==> config.mk <==
export PLATFORM = sky130hd
export DESIGN_NAME = irqh_handler_flat
export DESIGN_NICKNAME = d
export VERILOG_FILES = /design/src/shared/irqh_pkg.sv /design/src/shared/irqh_if.sv /design/src/logic/irqh_handler.sv /design/src/flat_wrapper.sv
export SDC_FILE = /design/constraint.sdc
export NUM_CORES = 1
export LEC_CHECK = 0
export BUFFER_PORTS_ARGS = -buffer_cell sky130_fd_sc_hd__buf_2
export CORE_MARGIN = 2
export CORE_UTILIZATION = 37
export DETAILED_ROUTE_END_ITERATION = 16
export SLEW_MARGIN = 10
export SYNTH_ARGS = -nofsm -noshare
export SYNTH_HDL_FRONTEND = slang
export SYNTH_SLANG_ARGS = --single-unit
==> constraint.sdc <==
create_clock -name mclk -period 3.01 [get_ports mclk]
set_input_delay 0.1505 -clock mclk [delete_from_list [all_inputs] [get_ports mclk]]
set_output_delay 0.1505 -clock mclk [all_outputs]
set_load 0.005 [all_outputs]
==> src/shared/irqh_pkg.sv <==
// shared constants and helpers for the three-level interrupt handler and core end
package irqh_pkg;
    localparam int SRC_COUNT = 24;
    localparam int GROUP_WIDTH = 8;
    localparam int ADDR_WIDTH = 12;
    localparam int DATA_WIDTH = 32;

    // interrupt number of bit 0 of each group
    localparam int HIGH_BASE = 16;
    localparam int MID_BASE = 8;
    localparam int LOW_BASE = 0;

    // handler register byte offsets
    localparam logic [11:0] OFS_FLAGS_HIGH = 12'h000;
    localparam logic [11:0] OFS_FLAGS_MID = 12'h004;
    localparam logic [11:0] OFS_FLAGS_LOW = 12'h008;
    localparam logic [11:0] OFS_EN_HIGH = 12'h00c;
    localparam logic [11:0] OFS_EN_MID = 12'h010;
    localparam logic [11:0] OFS_EN_LOW = 12'h014;
    localparam logic [11:0] OFS_CODE = 12'h018;
    localparam logic [11:0] OFS_ACTIVE = 12'h01c;

    // core end register byte offsets
    localparam logic [11:0] OFS_CORE_STAT = 12'h000;
    localparam logic [11:0] OFS_CORE_MASK = 12'h004;
    localparam logic [11:0] OFS_CORE_TAKEN = 12'h008;

    // bit positions in the group activity register
    localparam int ACT_HIGH_BIT = 2;
    localparam int ACT_MID_BIT = 1;
    localparam int ACT_LOW_BIT = 0;

    // reset values
    localparam logic [23:0] FLAGS_RESET = 24'h000000;
    localparam logic [23:0] ENABLES_RESET = 24'h000000;
    localparam logic [7:0] CODE_NONE = 8'hff;
    localparam logic [2:0] ACTIVE_RESET = 3'h0;
    localparam logic [2:0] LEVELS_RESET = 3'h0;
    localparam logic [31:0] DATA_ZERO = 32'h00000000;

    // fixed vector addresses of the three core levels (plain defaults)
    localparam logic [15:0] VECTOR_LEVEL_ZERO = 16'h0003;
    localparam logic [15:0] VECTOR_LEVEL_ONE = 16'h0001;
    localparam logic [15:0] VECTOR_LEVEL_TWO = 16'h0002;
    localparam logic [15:0] VECTOR_RESET = 16'h0000;

    typedef enum logic [0:0] {
        IRQH_IDLE = 1'b0,
        IRQH_BUSY = 1'b1
    } irqh_core_state_e;

    // true when an apb setup cycle is present
    function automatic logic irqh_setup(input logic psel, input logic penable);
        return psel & ~penable;
    endfunction

    // largest pending interrupt number, or none
    function automatic logic [7:0] irqh_top_code(input logic [23:0] f);
        logic [7:0] c;
        c = CODE_NONE;
        for (int i = 0; i < SRC_COUNT; i++) begin
            if (f[i]) begin
                c = 8'(i);
            end
        end
        return c;
    endfunction
endpackage

==> src/shared/irqh_if.sv <==
// link between the interrupt handler and the cpu core end
`timescale 1ns/10ps
interface irqh_if;
    logic core_request_level_zero;
    logic core_request_level_one;
    logic core_request_level_two;

    modport handler (
        output core_request_level_zero,
        output core_request_level_one,
        output core_request_level_two
    );

    modport core (
        input core_request_level_zero,
        input core_request_level_one,
        input core_request_level_two
    );
endinterface

==> src/logic/irqh_handler.sv <==
// interrupt handler: 24 sources, three flag groups, apb register slave
`timescale 1ns/10ps
module irqh_handler (
    input wire logic mclk,
    input wire logic rst_n,
    irqh_if.handler link,
    input wire logic [irqh_pkg::SRC_COUNT-1:0] sources,
    input wire logic psel,
    input wire logic penable,
    input wire logic pwrite,
    input wire logic [irqh_pkg::ADDR_WIDTH-1:0] paddr,
    input wire logic [irqh_pkg::DATA_WIDTH-1:0] pwdata,
    output logic [irqh_pkg::DATA_WIDTH-1:0] prdata,
    output logic pready,
    output logic pslverr
);
    import irqh_pkg::*;

    logic [23:0] src_prev;
    logic [23:0] flags;
    logic [23:0] enables;
    logic [7:0] code;
    logic [2:0] active;
    logic [23:0] rise;
    logic [23:0] set_now;
    logic [23:0] clr_now;
    logic [23:0] next_flags;
    logic [23:0] next_enables;
    logic [23:0] req_flags;
    logic wr_access;
    logic setup;
    logic [31:0] next_rdata;
    logic next_err;

    // sources come from peripherals on mclk itself, sampled every edge
    always_ff @(posedge mclk) begin
        if (!rst_n) begin
            src_prev <= FLAGS_RESET;
        end else begin
            src_prev <= sources;
        end
    end

    assign rise = sources & ~src_prev;
    assign set_now = rise & enables;

    assign setup = irqh_setup(psel, penable);
    assign wr_access = psel & penable & pready & pwrite;

    // write-one-to-clear masks per group
    always_comb begin
        clr_now = FLAGS_RESET;
        if (wr_access) begin
            case (paddr)
                OFS_FLAGS_HIGH: begin
                    clr_now[HIGH_BASE +: GROUP_WIDTH] = pwdata[7:0];
                end
                OFS_FLAGS_MID: begin
                    clr_now[MID_BASE +: GROUP_WIDTH] = pwdata[7:0];
                end
                OFS_FLAGS_LOW: begin
                    clr_now[LOW_BASE +: GROUP_WIDTH] = pwdata[7:0];
                end
                default: begin
                    clr_now = FLAGS_RESET;
                end
            endcase
        end
    end

    // a new edge in the clearing cycle keeps its flag
    assign next_flags = (flags & ~clr_now) | set_now;
    assign req_flags = next_flags & enables;

    always_ff @(posedge mclk) begin
        if (!rst_n) begin
            flags <= FLAGS_RESET;
        end else begin
            flags <= next_flags;
        end
    end

    always_comb begin
        next_enables = enables;
        if (wr_access) begin
            case (paddr)
                OFS_EN_HIGH: begin
                    next_enables[HIGH_BASE +: GROUP_WIDTH] = pwdata[7:0];
                end
                OFS_EN_MID: begin
                    next_enables[MID_BASE +: GROUP_WIDTH] = pwdata[7:0];
                end
                OFS_EN_LOW: begin
                    next_enables[LOW_BASE +: GROUP_WIDTH] = pwdata[7:0];
                end
                default: begin
                    next_enables = enables;
                end
            endcase
        end
    end

    always_ff @(posedge mclk) begin
        if (!rst_n) begin
            enables <= ENABLES_RESET;
        end else begin
            enables <= next_enables;
        end
    end

    // requests toward the core: high to zero, mid to one, low to two
    always_ff @(posedge mclk) begin
        if (!rst_n) begin
            link.core_request_level_zero <= 1'b0;
            link.core_request_level_one <= 1'b0;
            link.core_request_level_two <= 1'b0;
        end else begin
            // built from next_flags so the level rises one cycle after the source
            link.core_request_level_zero <= |req_flags[HIGH_BASE +: GROUP_WIDTH];
            link.core_request_level_one <= |req_flags[MID_BASE +: GROUP_WIDTH];
            link.core_request_level_two <= |req_flags[LOW_BASE +: GROUP_WIDTH];
        end
    end

    // highest pending code and group activity follow the flags
    always_ff @(posedge mclk) begin
        if (!rst_n) begin
            code <= CODE_NONE;
        end else begin
            code <= irqh_top_code(next_flags);
        end
    end

    always_ff @(posedge mclk) begin
        if (!rst_n) begin
            active <= ACTIVE_RESET;
        end else begin
            active[ACT_HIGH_BIT] <= |next_flags[HIGH_BASE +: GROUP_WIDTH];
            active[ACT_MID_BIT] <= |next_flags[MID_BASE +: GROUP_WIDTH];
            active[ACT_LOW_BIT] <= |next_flags[LOW_BASE +: GROUP_WIDTH];
        end
    end

    // read mux, taken during the setup cycle
    always_comb begin
        next_rdata = DATA_ZERO;
        next_err = 1'b0;
        case (paddr)
            OFS_FLAGS_HIGH: begin
                next_rdata[7:0] = flags[HIGH_BASE +: GROUP_WIDTH];
            end
            OFS_FLAGS_MID: begin
                next_rdata[7:0] = flags[MID_BASE +: GROUP_WIDTH];
            end
            OFS_FLAGS_LOW: begin
                next_rdata[7:0] = flags[LOW_BASE +: GROUP_WIDTH];
            end
            OFS_EN_HIGH: begin
                next_rdata[7:0] = enables[HIGH_BASE +: GROUP_WIDTH];
            end
            OFS_EN_MID: begin
                next_rdata[7:0] = enables[MID_BASE +: GROUP_WIDTH];
            end
            OFS_EN_LOW: begin
                next_rdata[7:0] = enables[LOW_BASE +: GROUP_WIDTH];
            end
            OFS_CODE: begin
                next_rdata[7:0] = code;
            end
            OFS_ACTIVE: begin
                next_rdata[2:0] = active;
            end
            default: begin
                next_err = 1'b1;
            end
        endcase
    end

    // apb answer: pready in the first access cycle
    always_ff @(posedge mclk) begin
        if (!rst_n) begin
            pready <= 1'b0;
        end else begin
            pready <= setup;
        end
    end

    always_ff @(posedge mclk) begin
        if (!rst_n) begin
            prdata <= DATA_ZERO;
        end else if (setup && !pwrite) begin
            prdata <= next_rdata;
        end else if (setup) begin
            prdata <= DATA_ZERO;
        end
    end

    always_ff @(posedge mclk) begin
        if (!rst_n) begin
            pslverr <= 1'b0;
        end else begin
            pslverr <= setup & next_err;
        end
    end
endmodule

==> src/flat_wrapper.sv <==
// flat-port wrapper written by rule: the top's interface ports become plain ports
module irqh_handler_flat import irqh_pkg::*;
  (mclk, rst_n, sources, psel, penable, pwrite, paddr, pwdata, prdata, pready, pslverr, link_core_request_level_zero, link_core_request_level_one, link_core_request_level_two);
  irqh_if link_i ();
  input wire logic mclk;
  input wire logic rst_n;
  input wire logic [irqh_pkg::SRC_COUNT-1:0] sources;
  input wire logic psel;
  input wire logic penable;
  input wire logic pwrite;
  input wire logic [irqh_pkg::ADDR_WIDTH-1:0] paddr;
  input wire logic [irqh_pkg::DATA_WIDTH-1:0] pwdata;
  output logic [irqh_pkg::DATA_WIDTH-1:0] prdata;
  output logic pready;
  output logic pslverr;
  output wire logic [$bits(link_i.core_request_level_zero)-1:0] link_core_request_level_zero;
  output wire logic [$bits(link_i.core_request_level_one)-1:0] link_core_request_level_one;
  output wire logic [$bits(link_i.core_request_level_two)-1:0] link_core_request_level_two;
  assign link_core_request_level_zero = link_i.core_request_level_zero;
  assign link_core_request_level_one = link_i.core_request_level_one;
  assign link_core_request_level_two = link_i.core_request_level_two;
  irqh_handler u_core (.mclk(mclk), .rst_n(rst_n), .link(link_i), .sources(sources), .psel(psel), .penable(penable), .pwrite(pwrite), .paddr(paddr), .pwdata(pwdata), .prdata(prdata), .pready(pready), .pslverr(pslverr));
endmodule
==> summary.log, run 1 <==
INFO  grt            grt_first_pass_wirelength=23020µm
INFO  die            placement_rows=40
INFO  grt            largest_net_degree_at_the_start_of_global_routing=59
INFO  routing        wire_per_inst=19.46µm
INFO  die            die_x=115.2µm
INFO  routing        detail_route.first_pass.iterations=5
INFO  setup_path     cp-end-kind=flop
INFO  die            initial_core_util=37.91%
INFO  synthesis      ys_ff_latch=94
INFO  die            floorplan.die.height=115.2µm
INFO  synthesis      seq_area_frac_synth=41.15%
INFO  routing        drt_wl_total=14950µm
INFO  clocking       clk_pin_slew_worst_paths=0.07ns
INFO  synthesis      ys_async_sr_fraction=0%
INFO  synthesis      synthesis.area=4573µm²
INFO  timing         totalNegativeSetupSlack=0ns
INFO  clocking       cts-hold-fix-buffers=0
INFO  setup_path     crit_path_max_fanout=12
INFO  final_layout   insertedDiodeCount=0
INFO  timing         final_critical_path_required_period=2.679ns
INFO  power          totalPowerFinal=0.002737W
INFO  grt            track_usage=23.22%
INFO  timing         finalWorstSetupSlack=0.3310ns
INFO  routing        drt-vias-per-instance=5.559
INFO  timing         setup_repair_after_global_routing_missed_its_margin=false
INFO  timing         slew_viol_final=0
INFO  clocking       cts.htree.levels=3
INFO  die            ioPinCount=110
INFO  power          vdd_ir_drop_max=0.2168mV
INFO  timing         achievable_frequency=0.3733GHz
INFO  grt            grt_antenna_before_repair=0
INFO  synthesis      synth-warning-count=0
INFO  timing         slew_headroom=53.63%
INFO  clocking       post_cts.resized_instances=0
INFO  grt            grt_overflow=0
INFO  setup_path     startpoint_type=flop
INFO  clocking       worstSkewPairLatency=0.35ns
INFO  power          cell_pwr_density=508.8nW/µm²
INFO  grt            first_global_vias=4076
INFO  final_layout   nFillCells=1201
INFO  final_layout   final_nets=670
INFO  synthesis      synthDominantCellAreaShare=41.15%
INFO  routing        drc_errors=0
INFO  timing         final.setup_skew=0.007042ns
INFO  routing        drt_first_iter_violations=278
INFO  job            timing.max_cap.violations=0
INFO  synthesis      postSynth.topFlopCell=sky130_fd_sc_hd__dfxtp_1
INFO  final_layout   drive_gt1_share=19.17%
INFO  die            core_area=12060µm²
INFO  setup_path     cp_num_buf_inv=0
INFO  setup_path     critical-path-max-stage-delay=0.56ns
INFO  placement      hpwlAfterDp=11290µm
INFO  setup_path     critPathTopFamily=simple AND/OR/NAND/NOR gates
INFO  status         run_status=completed
INFO  clocking       cts_made_buffers=9
INFO  timing         final.hold.worst_slack=0.01283ns
INFO  final_layout   layout_overhead_on_the_synthesized_area=17.62%
INFO  synthesis      synth.lib_cells_used.distinct=60
INFO  routing        postRouteAntennaNets=0
INFO  synthesis      postSynthCellCount=527
INFO  clocking       clock_tree_from_tritoncts=built
INFO  timing         post-route-period-util=89.00%
INFO  setup_path     worst-endpoint-required=3.23ns
INFO  synthesis      synth_area_leader_cell=sky130_fd_sc_hd__dfxtp_1
INFO  synthesis      synth-edff-count=0
INFO  timing         tightest_slew=0.6934ns
INFO  routing        vias=4269
INFO  placement      dp_worst_setup_slack=0.1368ns
INFO  clocking       cts.root.buffer_cell=sky130_fd_sc_hd__clkbuf_16
INFO  setup_path     cp_data_arrival_time=2.90ns
INFO  synthesis      post_synth_main_area_contributors=sky130_fd_sc_hd__dfxtp_1 (41%), sky130_fd_sc_hd__and2_1 (4.4%), sky130_fd_sc_hd__mux2i_1 (4.2%)
INFO  clocking       cts_setup_buffers=0
INFO  clocking       maximum_count_of_clock_buffers_along_a_single_path=2
INFO  placement      io_buffers=61
INFO  setup_path     critical_path_class=flop to flop
INFO  timing         timing.final.hold_violations=0
INFO  hold_path      hp-class=primary input to flop
INFO  synthesis      post_synth.cell_area_avg=8.678µm²
INFO  timing         setup_viol_count_final=0
INFO  setup_path     critical_path.slowest_cell=sky130_fd_sc_hd__nand4_1
INFO  placement      globalplace.congestion=0.9156
INFO  setup_path     crit_chain=nand4_1, o21ai_0, o211ai_1, nand3b_2, or4b_1, a21boi_1, o2111ai_1
INFO  clocking       cts.sinks=94
INFO  power          static-leakage-power=2.128nW
INFO  die            fp.dieArea=13270µm²
## sequential cells by signal (all words and copies together), names as in the netlist
signal                               cells
u_core.active                            3
u_core.code                              6
u_core.enables                          24
u_core.flags                            24
u_core.link.core_request_level_one       1
u_core.link.core_request_level_two       1
u_core.link.core_request_level_zero      1
u_core.prdata                            8
u_core.pready                            1
u_core.pslverr                           1
u_core.src_prev                         24
## per-stage QoR
step	instance area, µm²	cells	utilization, %
final	5379	768	44.60
after global routing	5379	768	44.60
after CTS	5379	768	44.60
after detailed placement	5052	754	41.89
after global placement	5052	754	41.89
after floorplan	4659	550	-
## final timing paths
path | startpoint | to | slack, ns | cells after the start
worst min register to register | u_core.prdata[5] | u_core.prdata[5] | 0.45 | 2
worst max register to register | u_core.pready | u_core.code[2] | 0.33 | 7
worst max-delay path | u_core.pready | u_core.code[2] | 0.33 | 7
worst min-delay path | sources[0] | u_core.src_prev[0] | 0.01 | 2
## layout by cell type, fill, tap and decap left out, types with 3 or more instances in the layout
cell type                   count
sky130_fd_sc_hd__a221oi_1       5
sky130_fd_sc_hd__nand2b_1       5
sky130_fd_sc_hd__a22o_1         3
sky130_fd_sc_hd__a21oi_1       30
sky130_fd_sc_hd__o21ai_1        4
sky130_fd_sc_hd__a2bb2oi_1      5
sky130_fd_sc_hd__nor4_2         5
sky130_fd_sc_hd__nand3_1       16
sky130_fd_sc_hd__nand4_1        4
sky130_fd_sc_hd__conb_1        24
sky130_fd_sc_hd__nor2b_1        3
sky130_fd_sc_hd__nand2_1       49
sky130_fd_sc_hd__clkbuf_16      9
sky130_fd_sc_hd__o41ai_1       11
sky130_fd_sc_hd__a22oi_1       19
sky130_fd_sc_hd__buf_4         21
sky130_fd_sc_hd__nor3_1         7
sky130_fd_sc_hd__and2_1        32
sky130_fd_sc_hd__dfxtp_1       94
sky130_fd_sc_hd__inv_1         15
sky130_fd_sc_hd__and3b_1        4
sky130_fd_sc_hd__bufinv_16      3
sky130_fd_sc_hd__a211oi_1       3
sky130_fd_sc_hd__or2_2          4
sky130_fd_sc_hd__or4_1          4
sky130_fd_sc_hd__a31oi_1       14
sky130_fd_sc_hd__o21ai_0       14
sky130_fd_sc_hd__a222oi_1       5
sky130_fd_sc_hd__nand3b_1      21
sky130_fd_sc_hd__buf_2         61
sky130_fd_sc_hd__nor2_1        44
sky130_fd_sc_hd__nor4_1         4
sky130_fd_sc_hd__or3_1          4
sky130_fd_sc_hd__mux2i_1       19
## routing by layer
metal | part of all wire (%) | vias to the layer above | global-route usage (%)
met3 | 7.0 | 16 | 4.692
li1 | - | 2034 | -
met2 | 46 | 178 | 36.90
met5 | 0 | - | 0
met4 | 1.8 | 0 | 7.470
met1 | 45 | 2041 | 31.71
## layout make-up
class                   instances  area (µm²)  area share, %
well taps                     168       210.2          3.908
flip-flops and latches         94        1882          34.98
clock inverters                 4       97.59          1.814
repair buffers                 82       462.9          8.607
clock buffers                  10       229.0          4.257
inverters                      15       56.30          1.047
multi-input cells             395        2441          45.38
## power breakdown
| group | internal [W] | switching, W |
|---|---|---|
| logic | 0.0000705 | 0.000111 |
| clock network | 0.000803 | 0.000476 |
| registers | 0.00127 | 0.00000657 |
| total | 0.00214 | 0.000593 |
## cells in the mapped netlist, types with 3 or more instances
master / count
sky130_fd_sc_hd__a211oi_1: 3
sky130_fd_sc_hd__a21oi_1: 30
sky130_fd_sc_hd__a221oi_1: 5
sky130_fd_sc_hd__a222oi_1: 5
sky130_fd_sc_hd__a22o_1: 3
sky130_fd_sc_hd__a22oi_1: 19
sky130_fd_sc_hd__a2bb2oi_1: 5
sky130_fd_sc_hd__a31oi_1: 14
sky130_fd_sc_hd__and2_1: 32
sky130_fd_sc_hd__and3b_1: 4
sky130_fd_sc_hd__buf_4: 24
sky130_fd_sc_hd__clkbuf_1: 18
sky130_fd_sc_hd__dfxtp_1: 94
sky130_fd_sc_hd__inv_1: 15
sky130_fd_sc_hd__mux2i_1: 19
sky130_fd_sc_hd__nand2_1: 49
sky130_fd_sc_hd__nand2b_1: 5
sky130_fd_sc_hd__nand3_1: 16
sky130_fd_sc_hd__nand3b_1: 21
sky130_fd_sc_hd__nand4_1: 4
sky130_fd_sc_hd__nor2_1: 44
sky130_fd_sc_hd__nor2b_1: 3
sky130_fd_sc_hd__nor3_1: 7
sky130_fd_sc_hd__nor4_1: 4
sky130_fd_sc_hd__nor4_2: 5
sky130_fd_sc_hd__o21ai_0: 14
sky130_fd_sc_hd__o21ai_1: 4
sky130_fd_sc_hd__o41ai_1: 11
sky130_fd_sc_hd__or2_2: 4
sky130_fd_sc_hd__or3_1: 4
sky130_fd_sc_hd__or4_1: 4
## kinds of logic (layout without fill, tap and decap cells)
kind of cell           count (synthesis)  after routing  synth area share, %
other                                  1             24              0.08200
buffers and inverters                 61            111                7.360
AOI/OAI and AO/OA                    135            135                20.85
and+or+nand+nor                      217            217                26.40
DFF                                   94             94                41.15
muxes                                 19             19                4.159
(Power assumes the default switching activity.)
==> run 2: changes to the inputs <==
--- a/config.mk
+++ b/config.mk
@@ -5,6 +5,7 @@
 export SDC_FILE = /design/constraint.sdc
 export NUM_CORES = 1
 export LEC_CHECK = 0
+export ABC_AREA = 1
 export BUFFER_PORTS_ARGS = -buffer_cell sky130_fd_sc_hd__buf_2
 export CORE_MARGIN = 2
 export CORE_UTILIZATION = 37
==> summary.log, run 2 <==
INFO  status         run_status=completed [unchanged]
INFO  routing        vias=4053 [was 4269]
INFO  final_layout   most_common_cell_after_layout_fill_and_taps_aside=sky130_fd_sc_hd__nand2_1 [was sky130_fd_sc_hd__dfxtp_1]
INFO  synthesis      postSynth.topFlopCell=sky130_fd_sc_hd__dfxtp_1 [unchanged]
INFO  die            placement_rows=39 [was 40]
INFO  synthesis      synth.top_cells.by_count=sky130_fd_sc_hd__nand2_1 (109), sky130_fd_sc_hd__dfxtp_1 (94), sky130_fd_sc_hd__inv_1 (80) [was sky130_fd_sc_hd__dfxtp_1 (94), sky130_fd_sc_hd__nand2_1 (49), sky130_fd_sc_hd__nor2_1 (44)]
INFO  timing         achievable_frequency=0.3800GHz [was 0.3733 GHz]
INFO  routing        detail_route.first_pass.iterations=7 [was 5]
INFO  placement      hpwlAfterDp=9838µm [was 11290 µm]
INFO  synthesis      synthesis.area=4368µm² [was 4573 µm²]
INFO  die            die_x=112.7µm [was 115.2 µm]
INFO  routing        postRouteAntennaNets=0 [unchanged]
INFO  grt            grt_first_pass_wirelength=19900µm [was 23020 µm]
INFO  clocking       cts_made_buffers=9 [unchanged]
INFO  setup_path     cp_data_arrival_time=2.87ns [was 2.90 ns]
INFO  clocking       cts.root.buffer_cell=sky130_fd_sc_hd__clkbuf_16 [unchanged]
INFO  timing         post-route-period-util=87.44% [was 89.00%]
INFO  timing         final_critical_path_required_period=2.632ns [was 2.679 ns]
INFO  final_layout   non_filler_cells_in_the_finished_layout=812 [was 768]
INFO  placement      io_buffers=61 [unchanged]
INFO  synthesis      synth-warning-count=0 [unchanged]
INFO  routing        drt_first_iter_violations=319 [was 278]
INFO  synthesis      ys_ff_latch=94 [unchanged]
INFO  timing         setup_viol_count_final=0 [unchanged]
INFO  setup_path     cp_num_buf_inv=1 [was 0]
INFO  timing         setup_repair_after_global_routing_missed_its_margin=false [unchanged]
INFO  synthesis      post_synth.cell_area_avg=7.416µm² [was 8.678 µm²]
INFO  final_layout   largest_registers=u_core.enables x24, u_core.flags x24, u_core.src_prev x24 [unchanged]
INFO  timing         tightest_slew=0.8677ns [was 0.6934 ns]
INFO  routing        drc_errors=0 [unchanged]
INFO  grt            first_global_vias=3735 [was 4076]
INFO  final_layout   layout_overhead_on_the_synthesized_area=17.93% [was 17.62%]
INFO  final_layout   insertedDiodeCount=0 [unchanged]
INFO  final_layout   final_cell_mix=sky130_fd_sc_hd__nand2_1 (109), sky130_fd_sc_hd__dfxtp_1 (94), sky130_fd_sc_hd__inv_1 (80), sky130_fd_sc_hd__nor2_1 (73), sky130_fd_sc_hd__buf_2 (61) [was sky130_fd_sc_hd__dfxtp_1 (94), sky130_fd_sc_hd__buf_2 (61), sky130_fd_sc_hd__nand2_1 (49), sky130_fd_sc_hd__nor2_1 (44), sky130_fd_sc_hd__and2_1 (32)]
INFO  synthesis      seq_area_frac_synth=43.08% [was 41.15%]
INFO  clocking       maximum_count_of_clock_buffers_along_a_single_path=2 [unchanged]
INFO  clocking       clock_tree_from_tritoncts=built [unchanged]
INFO  setup_path     timing.reg2reg.setup_slack=0.38ns [was 0.33 ns]
INFO  timing         totalNegativeSetupSlack=0ns [unchanged]
INFO  placement      globalplace.congestion=0.8959 [was 0.9156]
INFO  setup_path     critical-path-max-stage-delay=0.33ns [was 0.56 ns]
INFO  setup_path     timing.critical_path.depth=29 [was 7]
INFO  setup_path     worst-endpoint-required=3.25ns [was 3.23 ns]
INFO  setup_path     startpoint_type=flop [unchanged]
INFO  die            ioPinCount=110 [unchanged]
INFO  setup_path     crit_path_max_fanout=4 [was 12]
INFO  synthesis      ys_async_sr_fraction=0% [unchanged]
INFO  grt            track_usage=20.58% [was 23.22%]
INFO  clocking       post_cts.resized_instances=0 [unchanged]
INFO  clocking       worstSkewPairLatency=0.35ns [about the same]
INFO  setup_path     cell_repeated_most_along_the_worst_path=sky130_fd_sc_hd__nand2_1
INFO  power          cell_pwr_density=483.8nW/µm² [was 508.8 nW/µm²]
INFO  routing        drt_wl_total=12920µm [was 14950 µm]
INFO  grt            grt_antenna_before_repair=0 [unchanged]
INFO  routing        wire_per_inst=15.91µm [was 19.46 µm]
INFO  power          vdd_ir_drop_max=0.2738mV [was 0.2168 mV]
INFO  setup_path     critical_path.endpoint=u_core.code[0] [was u_core.code[2]]
INFO  synthesis      post_synth_main_area_contributors=sky130_fd_sc_hd__dfxtp_1 (43%), sky130_fd_sc_hd__nand2_1 (9.4%), sky130_fd_sc_hd__inv_1 (6.9%) [was sky130_fd_sc_hd__dfxtp_1 (41%), sky130_fd_sc_hd__and2_1 (4.4%), sky130_fd_sc_hd__mux2i_1 (4.2%)]
INFO  setup_path     timing.reg2reg.worst_path_depth=29 [was 7]
INFO  setup_path     critical_path.slowest_cell=sky130_fd_sc_hd__dfxtp_1 [was sky130_fd_sc_hd__nand4_1]
INFO  die            initial_core_util=38.09% [was 37.91%]
INFO  timing         slew_viol_final=0 [unchanged]
INFO  clocking       cts.htree.levels=3 [unchanged]
INFO  synthesis      synth-edff-count=0 [unchanged]
INFO  die            floorplan.die.height=112.7µm [was 115.2 µm]
INFO  synthesis      synthDominantCellAreaShare=43.08% [was 41.15%]
INFO  clocking       cts_setup_buffers=0 [unchanged]
INFO  synthesis      synth.lib_cells_used.distinct=43 [was 60]
INFO  placement      placed_cells=784 [was 754]
INFO  setup_path     timing.rr.end=u_core.code[0] [was u_core.code[2]]
INFO  timing         timing.final.hold_violations=0 [unchanged]
INFO  final_layout   nFillCells=1152 [was 1201]
INFO  timing         final.setup_skew=0.01083ns [was 0.007042 ns]
INFO  grt            grt_overflow=0 [unchanged]
INFO  die            fp.dieArea=12690µm² [was 13270 µm²]
INFO  timing         slew_headroom=42.09% [was 53.63%]
INFO  final_layout   final_nets=737 [was 670]
INFO  setup_path     worstSetupStartpoint=u_core.pready [unchanged]
INFO  clocking       clk_pin_slew_worst_paths=0.06ns [was 0.07 ns]
INFO  hold_path      hp-class=primary input to flop [unchanged]
INFO  clocking       cts-hold-fix-buffers=12 [was 0]
INFO  setup_path     cp-end-kind=flop [unchanged]
INFO  setup_path     critPathTopFamily=simple AND/OR/NAND/NOR gates [unchanged]
INFO  final_layout   final_core_util=44.92% [was 44.60%]
INFO  clocking       cts.sinks=94 [unchanged]
INFO  setup_path     critical_path_class=flop to flop [unchanged]
INFO  synthesis      synth_area_leader_cell=sky130_fd_sc_hd__dfxtp_1 [unchanged]
INFO  job            timing.max_cap.violations=0 [unchanged]
INFO  final_layout   drive_gt1_share=17.34% [was 19.17%]
INFO  routing        drt-vias-per-instance=4.991 [was 5.559]
INFO  power          static-leakage-power=2.432nW [was 2.128 nW]
INFO  synthesis      postSynthCellCount=589 [was 527]
INFO  die            core_area=11470µm² [was 12060 µm²]
INFO  setup_path     rr_startpoint=u_core.pready [unchanged]
INFO  synthesis      yosys.cell_count.top_type=sky130_fd_sc_hd__nand2_1 [was sky130_fd_sc_hd__dfxtp_1]
INFO  grt            largest_net_degree_at_the_start_of_global_routing=49 [was 59]
[run 2: changes by cell type after synthesis, moves of 7 or more]
cell,before,now
sky130_fd_sc_hd__a21oi_1,30,39
sky130_fd_sc_hd__o21ai_0,14,50
sky130_fd_sc_hd__nand2_1,49,109
sky130_fd_sc_hd__nand3b_1,21,0
sky130_fd_sc_hd__a22oi_1,19,2
sky130_fd_sc_hd__nor2_1,44,73
sky130_fd_sc_hd__o22ai_1,1,14
sky130_fd_sc_hd__inv_1,15,80
sky130_fd_sc_hd__a31oi_1,14,2
sky130_fd_sc_hd__a21boi_2,0,7
sky130_fd_sc_hd__mux2i_1,19,0
sky130_fd_sc_hd__and2_1,32,7
[run 2: worst min-delay path by stage]
stage	start	endpoint	slack, ns	depth (start not counted)
after CTS	sources[4]	u_core.src_prev[4]	0.0005	3
after detailed placement	sources[0]	u_core.src_prev[0]	0.35	3
after global placement	sources[12]	u_core.src_prev[12]	0.34	3
after global routing	sources[4]	u_core.src_prev[4]	0.001	3
after floorplan	sources[0]	u_core.src_prev[0]	0.24	2
final	sources[4]	u_core.src_prev[4]	0.004	3
[run 2: through the flow]
stage               power (W)  hold WS (ns)  setup slack (ns)  instance area [µm²]
floorplan            0.001376        0.2440            0.9275                 4454
global placement     0.001413        0.3437            0.4644                 4743
detailed placement   0.001416        0.3477            0.4604                 4743
CTS                  0.002522     0.0005071            0.4283                 5151
global route         0.002581      0.001079           0.01959                 5151
finish               0.002492      0.003960            0.3782                 5151
[run 2: final cells by class]
class	count	area (µm²)	share of cell area (%)
Inverter	84	315.3	6.121
Timing Repair Buffer	79	470.5	9.133
Clock inverter	4	31.28	0.6072
Tap cell	143	178.9	3.473
Multi-Input combinational cell	396	2017	39.15
Sequential cell	94	1882	36.53
Clock buffer	12	256.5	4.979
[run 2: power by group]
group,internal (W),switching [W],leakage (nW)
clock,0.000608,0.000484,0.143
combinational,0.0000507,0.0000827,1.52
sequential,0.00126,0.00000492,0.764
total,0.00192,0.000571,2.43
[run 2: kinds of logic (layout without fill, tap and decap cells)]
group	count (synthesis)	in the layout	share of synthesized area, %
compound gates	142	142	21.03
buf+inv	122	179	12.72
simple gates	230	230	23.09
other cells	1	24	0.08585
flops	94	94	43.08
[run 2: layer usage]
layer | GRT usage, % | share of wire [%] | wire, µm
met4 | 6.260 | 1.3 | 170
met5 | 0 | 0 | 0
met1 | 27.36 | 47 | 6044
met3 | 3.996 | 5.7 | 741
met2 | 33.89 | 46 | 5964
[run 2: tightest hold or removal path, delay by kind of cell]
family / cells / cell delay (ns)
simple gates: 1 / 0.04
buf+inv: 2 / 0.13
